===== src/verilog/ncg_pkg.sv =====
// Constants, register map and carrier types for the oscillator
// combine, gain and dither stage.
// Assumes one sample clock and a plain register port with 12-bit
// addresses and 16-bit data.
//
// How it works
// Dither bit set adds sub-LSB dither before rounding; reset value is set.
// Combine bit 0: each oscillator drives its own channel.
// Combine bit 1: both oscillator outputs are summed into one output.
// In summed mode both channels receive the same summed value.
// Gain is one minus backoff over two to the sixteenth.
// Backoff applies in both independent and summed modes.
// Nonzero channel dither level lowers gain to avoid clipping.
// Programmed backoff adds to dither backoff to form total.
// Effective gain clamps at zero instead of going negative.
// Software changes mode bits only while transmission is off.
// Software changes backoffs only while oscillator run is clear.
// Small backoffs saturate the output rather than wrap.
// Configuration register resets to 0x02.
// Each backoff register resets to 0x0003.
// Whole datapath held in reset while oscillator run is clear.
// Fixed equal pipeline latency for both oscillators.

package ncg_pkg;

   // ----------------------------------------------------------------
   // Register map
   // ----------------------------------------------------------------
   localparam int ADDR_W = 12;
   localparam int DATA_W = 16;
   localparam logic [ADDR_W-1:0] CFG_ADDR = 12'h331;
   localparam logic [ADDR_W-1:0] BO_A_ADDR = 12'h332;
   localparam logic [ADDR_W-1:0] BO_B_ADDR = 12'h334;
   localparam logic [7:0] CFG_RST = 8'h02;
   localparam logic [15:0] BO_RST = 16'h0003;
   localparam int CFG_COMBINE_BIT = 0;
   localparam int CFG_DITHER_BIT = 1;

   // ----------------------------------------------------------------
   // Datapath constants
   // ----------------------------------------------------------------
   localparam int GAIN_FRAC = 16;
   localparam logic [16:0] GAIN_ONE = 17'h10000;
   localparam int LVL_W = 4;
   localparam logic [15:0] DITH_BO_STEP = 16'h0010;
   localparam int PIPE_LAT = 3;
   localparam logic [15:0] LFSR_SEED_A = 16'hACE1;
   localparam logic [15:0] LFSR_SEED_B = 16'h1D35;
   localparam logic [15:0] LFSR_TAPS = 16'hB400;

   // ----------------------------------------------------------------
   // Carriers
   // ----------------------------------------------------------------
   typedef struct packed {
      logic [5:0] spare;
      logic dither_on;
      logic combine_sel;
   } ncg_cfg_s;

   typedef struct packed {
      logic we;
      logic re;
      logic [ADDR_W-1:0] addr;
      logic [DATA_W-1:0] wdata;
   } ncg_bus_s;

endpackage : ncg_pkg


===== src/verilog/ncg_top.sv =====
// Output conditioning for a pair of oscillators: gain backoff,
// optional summing, sub-LSB dither, rounding and saturation.
// Assumes samples, levels and the run bit come from logic on the
// same sample clock; the register port is a simple strobe bus.
//
// Added by the designer: the address-and-strobe port.

`timescale 1ns/1ps

module ncg_top
   import ncg_pkg::*;
#(
   parameter int IN_W = 16,
   parameter int OUT_W = 12
)
(
   input wire logic sys_clk,
   input wire logic rst_b,
   input wire logic [ADDR_W-1:0] reg_addr,
   input wire logic [DATA_W-1:0] reg_wdata,
   input wire logic reg_we,
   input wire logic reg_re,
   output logic [DATA_W-1:0] reg_rdata,
   input wire logic osc_run,
   input wire logic [LVL_W-1:0] chan_a_dither_level,
   input wire logic [LVL_W-1:0] chan_b_dither_level,
   input wire logic signed [IN_W-1:0] osc_a_sample,
   input wire logic signed [IN_W-1:0] osc_b_sample,
   input wire logic sample_valid,
   output logic signed [OUT_W-1:0] converter_chan_a,
   output logic signed [OUT_W-1:0] converter_chan_b,
   output logic out_valid
);

   // ----------------------------------------------------------------
   // Elaboration checks
   // ----------------------------------------------------------------
   localparam int FRAC_W = IN_W - OUT_W;
   localparam int PROD_W = IN_W + 18;
   localparam int SCL_W = IN_W + 2;
   localparam int SUM_W = SCL_W + 1;
   localparam int DIT_W = SUM_W + 1;

   generate
      if (FRAC_W < 1 || FRAC_W > 15)
      begin : g_bad_width
         $error("ncg_top: IN_W must exceed OUT_W by 1 to 15 bits");
      end
   endgenerate

   localparam logic signed [DIT_W-1:0] HALF_LSB =
      DIT_W'(1) <<< (FRAC_W - 1);
   localparam logic signed [IN_W-1:0] OUT_MAX =
      IN_W'((1 << (OUT_W - 1)) - 1);
   localparam logic signed [IN_W-1:0] OUT_MIN = -OUT_MAX - IN_W'(1);

   // ----------------------------------------------------------------
   // Register file
   // ----------------------------------------------------------------
   ncg_bus_s bus;
   ncg_cfg_s cfg_r;
   logic [15:0] bo_a_r;
   logic [15:0] bo_b_r;
   logic [DATA_W-1:0] rdata_r;
   logic [DATA_W-1:0] rd_mux;
   wire hit_cfg;
   wire hit_a;
   wire hit_b;

   assign bus = '{we: reg_we, re: reg_re, addr: reg_addr, wdata: reg_wdata};
   assign hit_cfg = bus.addr == CFG_ADDR;
   assign hit_a = bus.addr == BO_A_ADDR;
   assign hit_b = bus.addr == BO_B_ADDR;

   // Unmapped addresses read as zero
   assign rd_mux = hit_cfg ? {8'h00, cfg_r} :
                   hit_a ? bo_a_r :
                   hit_b ? bo_b_r : 16'h0000;

   always_ff @(posedge sys_clk)
   begin
      if (!rst_b)
      begin
         cfg_r <= CFG_RST;
         bo_a_r <= BO_RST;
         bo_b_r <= BO_RST;
         rdata_r <= 16'h0000;
      end
      else
      begin
         if (bus.we && hit_cfg)
         begin
            cfg_r <= bus.wdata[7:0];
         end
         if (bus.we && hit_a)
         begin
            bo_a_r <= bus.wdata;
         end
         if (bus.we && hit_b)
         begin
            bo_b_r <= bus.wdata;
         end
         rdata_r <= bus.re ? rd_mux : 16'h0000;
      end
   end

   assign reg_rdata = rdata_r;

   // ----------------------------------------------------------------
   // Datapath reset
   // ----------------------------------------------------------------
   // Software is trusted to leave the mode bits alone while
   // transmitting and the backoffs alone while running, so the
   // datapath reads them live with no shadow copies.
   wire dp_rst;
   assign dp_rst = !rst_b || !osc_run;

   // ----------------------------------------------------------------
   // Per-oscillator gain stage (stage 1)
   // ----------------------------------------------------------------
   logic signed [IN_W-1:0] smp [2];
   logic [LVL_W-1:0] lvl [2];
   logic [15:0] bo [2];
   logic signed [SCL_W-1:0] scl_r [2];
   logic [15:0] lfsr_r [2];
   logic [FRAC_W-1:0] dith [2];

   assign smp[0] = osc_a_sample;
   assign smp[1] = osc_b_sample;
   assign lvl[0] = chan_a_dither_level;
   assign lvl[1] = chan_b_dither_level;
   assign bo[0] = bo_a_r;
   assign bo[1] = bo_b_r;

   generate
      for (genvar i = 0; i < 2; i++)
      begin : g_osc
         wire [19:0] dith_bo;
         wire [16:0] total_bo;
         wire [16:0] gain;
         wire signed [PROD_W-1:0] prod;
         wire [15:0] lfsr_nxt;

         // Dither headroom grows with the channel's dither level
         assign dith_bo = lvl[i] * DITH_BO_STEP;
         assign total_bo = {1'b0, bo[i]} + dith_bo[16:0];
         // Clamp: a backoff at or beyond unity yields zero gain
         assign gain = (total_bo >= GAIN_ONE || |dith_bo[19:17]) ?
                       17'h00000 :
                       17'(GAIN_ONE - total_bo);
         // Same gain path in both modes
         assign prod = smp[i] * $signed({1'b0, gain});

         assign lfsr_nxt = lfsr_r[i][0] ?
                           ((lfsr_r[i] >> 1) ^ LFSR_TAPS) :
                           (lfsr_r[i] >> 1);

         always_ff @(posedge sys_clk)
         begin
            if (dp_rst)
            begin
               scl_r[i] <= '0;
               lfsr_r[i] <= (i == 0) ? LFSR_SEED_A : LFSR_SEED_B;
            end
            else
            begin
               scl_r[i] <= prod[GAIN_FRAC +: SCL_W];
               lfsr_r[i] <= lfsr_nxt;
            end
         end

         // Uniform dither below one output LSB
         assign dith[i] = cfg_r.dither_on ?
                          lfsr_r[i][FRAC_W-1:0] :
                          '0;
      end
   endgenerate

   // ----------------------------------------------------------------
   // Combine and dither stage (stage 2)
   // ----------------------------------------------------------------
   logic signed [DIT_W-1:0] pre_r [2];
   logic [1:0] vld_r;
   wire signed [SUM_W-1:0] sum_ab;
   wire signed [SUM_W-1:0] mix [2];
   wire signed [DIT_W-1:0] rnd [2];

   assign sum_ab = SUM_W'(scl_r[0]) + SUM_W'(scl_r[1]);
   // Summed mode feeds the one sum to both channels
   assign mix[0] = cfg_r.combine_sel ? sum_ab : SUM_W'(scl_r[0]);
   assign mix[1] = cfg_r.combine_sel ? sum_ab : SUM_W'(scl_r[1]);

   // Without dither, round half up; with it, add the dither and
   // truncate. In summed mode one dither draw serves both channels
   // so they stay bit-identical.
   generate
      for (genvar i = 0; i < 2; i++)
      begin : g_rnd
         wire [FRAC_W-1:0] d_sel;
         assign d_sel = cfg_r.combine_sel ? dith[0] : dith[i];
         assign rnd[i] = cfg_r.dither_on ?
                         DIT_W'(mix[i]) + $signed(DIT_W'(d_sel)) :
                         DIT_W'(mix[i]) + HALF_LSB;

         always_ff @(posedge sys_clk)
         begin
            if (dp_rst)
            begin
               pre_r[i] <= '0;
            end
            else
            begin
               pre_r[i] <= rnd[i];
            end
         end
      end
   endgenerate

   // ----------------------------------------------------------------
   // Saturate and output stage (stage 3)
   // ----------------------------------------------------------------
   logic signed [OUT_W-1:0] out_r [2];
   logic out_vld_r;
   wire signed [DIT_W-1:0] shr [2];
   wire signed [OUT_W-1:0] sat [2];

   generate
      for (genvar i = 0; i < 2; i++)
      begin : g_sat
         assign shr[i] = pre_r[i] >>> FRAC_W;
         // Clip instead of wrapping when backoff is too small
         assign sat[i] = (shr[i] > DIT_W'(OUT_MAX)) ? OUT_MAX[OUT_W-1:0] :
                         (shr[i] < DIT_W'(OUT_MIN)) ? OUT_MIN[OUT_W-1:0] :
                         shr[i][OUT_W-1:0];

         always_ff @(posedge sys_clk)
         begin
            if (dp_rst)
            begin
               out_r[i] <= '0;
            end
            else
            begin
               out_r[i] <= sat[i];
            end
         end
      end
   endgenerate

   // Valid runs alongside the samples so both channels share it
   always_ff @(posedge sys_clk)
   begin
      if (dp_rst)
      begin
         vld_r <= 2'b00;
         out_vld_r <= 1'b0;
      end
      else
      begin
         vld_r <= {vld_r[0], sample_valid};
         out_vld_r <= vld_r[1];
      end
   end

   assign converter_chan_a = out_r[0];
   assign converter_chan_b = out_r[1];
   assign out_valid = out_vld_r;

endmodule : ncg_top


===== config.mk =====
export PLATFORM = sky130hd
export DESIGN_NAME = ncg_top
export DESIGN_NICKNAME = d
export VERILOG_FILES = /design/src/verilog/ncg_pkg.sv /design/src/verilog/ncg_top.sv
export SDC_FILE = /design/constraint.sdc
export NUM_CORES = 2
export LEC_CHECK = 0
export ABC_AREA = 1
export BUFFER_PORTS_ARGS = -buffer_cell sky130_fd_sc_hd__buf_2
export CAP_MARGIN = 20
export CORE_MARGIN = 2
export CORE_UTILIZATION = 40
export DETAILED_ROUTE_END_ITERATION = 8
export GPL_TIMING_DRIVEN = 0
export PLACE_DENSITY_LB_ADDON = 0.12
export REMOVE_ABC_BUFFERS = 1
export SYNTH_ARGS = -nofsm -noshare
export SYNTH_HDL_FRONTEND = slang
export SYNTH_SLANG_ARGS = --single-unit

===== constraint.sdc =====
create_clock -name sys_clk -period 7.9 [get_ports sys_clk]
set_clock_uncertainty 0.15 [all_clocks]
set_input_delay 0.79 -clock sys_clk [delete_from_list [all_inputs] [get_ports sys_clk]]
set_output_delay 0.79 -clock sys_clk [all_outputs]
set_load 0.03 [all_outputs]

==> impl_metrics.ini <==
[clocking]
ctsHoldBuffers = 0
clock_latency_ns = 0.47
cts_made_buffers = 17
cts_tree = done
cts_max_path_buffers = 2
htreeDepth = 4
cts_root_buffer = clkbuf_16
clk_pin_slew_ns = 0.07
cts_sinks = 183

[grt]
grt_pass1_wl_um = 135000
grt_max_degree = 63
grt_pass1_vias = 25200
track_usage = 0.242
overflow = 0
antenna_found_initial = 0

[detailed_routing]
routedWlPerCell_um = 16.9
finalWirelength_um = 84200
drtAntennaViolNets = 0
dr_total_vias = 24600
drc = 0
first_iter_violations = 1261
vias_per_cell = 4.95
drt_pre_antenna_iters = 5

[logic_synthesis]
synth-async-reset-ratio = 0
synth_flop_cell = dfxtp_1
yosysWarnings = 0
synth_top_cell_by_area = fa_1
synth_edf_count = 0
synth_top_cells_by_area = fa_1, dfxtp_1, ha_1
syn_area_um2 = 27800
seq_area_frac_synth = 0.132
synth_top_area_share = 0.301
synth_seq_cells = 183
syn_inst = 3722
synth_cell_types = 56
syn_area_per_cell_um2 = 7.46

[placement]
place_area_um2 = 29200
gp_congestion = 0.905
place_ws_ns = -2.40
dp_hpwl_um = 64300
dp_cells = 4684
port_buffers = 114

[floorplanning]
num_io_pins = 115
die_y_um = 268
coreArea_um2 = 68700
rows = 96
initial_core_util = 0.404
die_w_um = 268
fp.dieArea_um2 = 71600

[timing]
fmax_mhz = 118
rsz0062_at_grt = true
slew_violations = 0
min_period_ns = 8.49
setup_viol = 36
fin_crit_sh = 1.07
timing.hold.ws_ns = 0.256
fin_ws_ns = -0.586
tightest_slew_ns = 1.01
max-slew-margin-rel = 0.327
timing.final.hold_violations = 0

[worst_hold_path]
hold_class = reg2reg

[finish]
final_nets = 4808
diodes = 0
area_growth_pct = 24.1
fin_cells = 4981
final_cell_mix = inv_1, nand2_1, nor2_1, fa_1, ha_1
layout_commonest_cell = inv_1
design_area_um2 = 34500
drive_gt1_frac = 0.241

[run]
cap_violations = 0

[setup_path]
worstSetupStartpointType = input pin
critPathMaxStageDelay_ns = 0.59
cp_max_fo = 6
worst_path_max_delay_cell = fa_1
crit_arrival_ns = 8.73
cp-end-kind = register
worstSetupPathType = in2reg
cp_common_cell = inv_2
required_ns = 8.14

[outcome]
status = complete, but fails checks
violations = negative setup slack
-- routing by layer --
layer,vias up,share of wire,global-route usage
met5,-,0,0
met4,0,0.030,0.0769
met3,146,0.045,0.0270
met2,625,0.48,0.412
met1,11900,0.44,0.322
li1,11900,-,-
-- timing repair --
| action | 4_1_cts | 5_1_grt |
|---|---|---|
| cloned | 1 | 0 |
| pin swaps | 176 | 200 |
| setup endpoints to repair | 36 | 36 |
| resized for setup | 416 | 291 |
| setup buffers | 206 | 71 |
-- flip-flops by register name, summed over array words and instances, names as in the netlist --
| signal | flops |
|---|---|
| bo_a_r | 16 |
| bo_b_r | 16 |
| cfg_r | 8 |
| lfsr_r | 32 |
| out_r | 24 |
| out_valid | 1 |
| pre_r | 32 |
| reg_rdata | 16 |
| scl_r | 36 |
| vld_r | 2 |
-- critical path, delay by kind of cell --
family                   cells  cell delay (ns)
AND/OR/NAND/NOR             18             1.84
buffers and inverters       20             1.54
adder cells (fa/ha/maj)     10             4.03
AO/OA/AOI/OAI                3             0.44
-- cell families after synthesis --
kind of cell,after synthesis,share of synthesized area
and+or+nand+nor,1387,0.208
buffers and inverters,965,0.132
AOI/OAI and AO/OA,457,0.0905
xor gates and xnor gates,33,0.0107
adders and majority gates,697,0.427
DFF,183,0.132
-- Yosys cell counts, types with 9 or more instances --
master / n
inv_1: 849
nand2_1: 628
nor2_1: 540
fa_1: 417
ha_1: 280
a21oi_1: 211
dfxtp_1: 183
o21ai_0: 138
nand3_1: 81
clkbuf_1: 60
nor3_1: 30
a31oi_1: 22
clkinv_1: 20
xor2_1: 20
o21ai_1: 19
o21a_1: 18
nand3_2: 17
nand4_1: 16
nand2_2: 15
o211ai_1: 14
or2_2: 14
xnor2_1: 12
nor2_2: 11
inv_2: 10
buf_1: 9
-- metrics by stage --
| stage | setup TNS [ns] | util |
|---|---|---|
| after floorplan | -11.64 | - |
| after global placement | -70.13 | 0.424 |
| after detailed placement | -69.24 | 0.425 |
| after CTS | -6.94 | 0.482 |
| after global routing | -25.26 | 0.502 |
| final | -12.82 | 0.502 |
-- worst paths after layout --
path	start	depth (start not counted)	slack, ns	endpoint
max	chan_b_dither_level[0]	51	-0.59	scl_r[1][12]
min	vld_r[0]	2	0.26	vld_r[1]
max reg2reg	bo_b_r[4]	50	-0.56	scl_r[1][12]
min reg2reg	vld_r[0]	2	0.26	vld_r[1]
-- area by class of cell --
class,count,area [um^2]
repair buffers,381,3050
clock buffers,19,443
inverters,880,3430
flip-flops and latches,183,3670
fillers,6911,34200
well taps,931,1160
multi-input cells,2574,22500
clock inverters,13,181
Power is not shown: default switching activity piles up to over one toggle a cycle in this logic, so the estimate is an artifact.
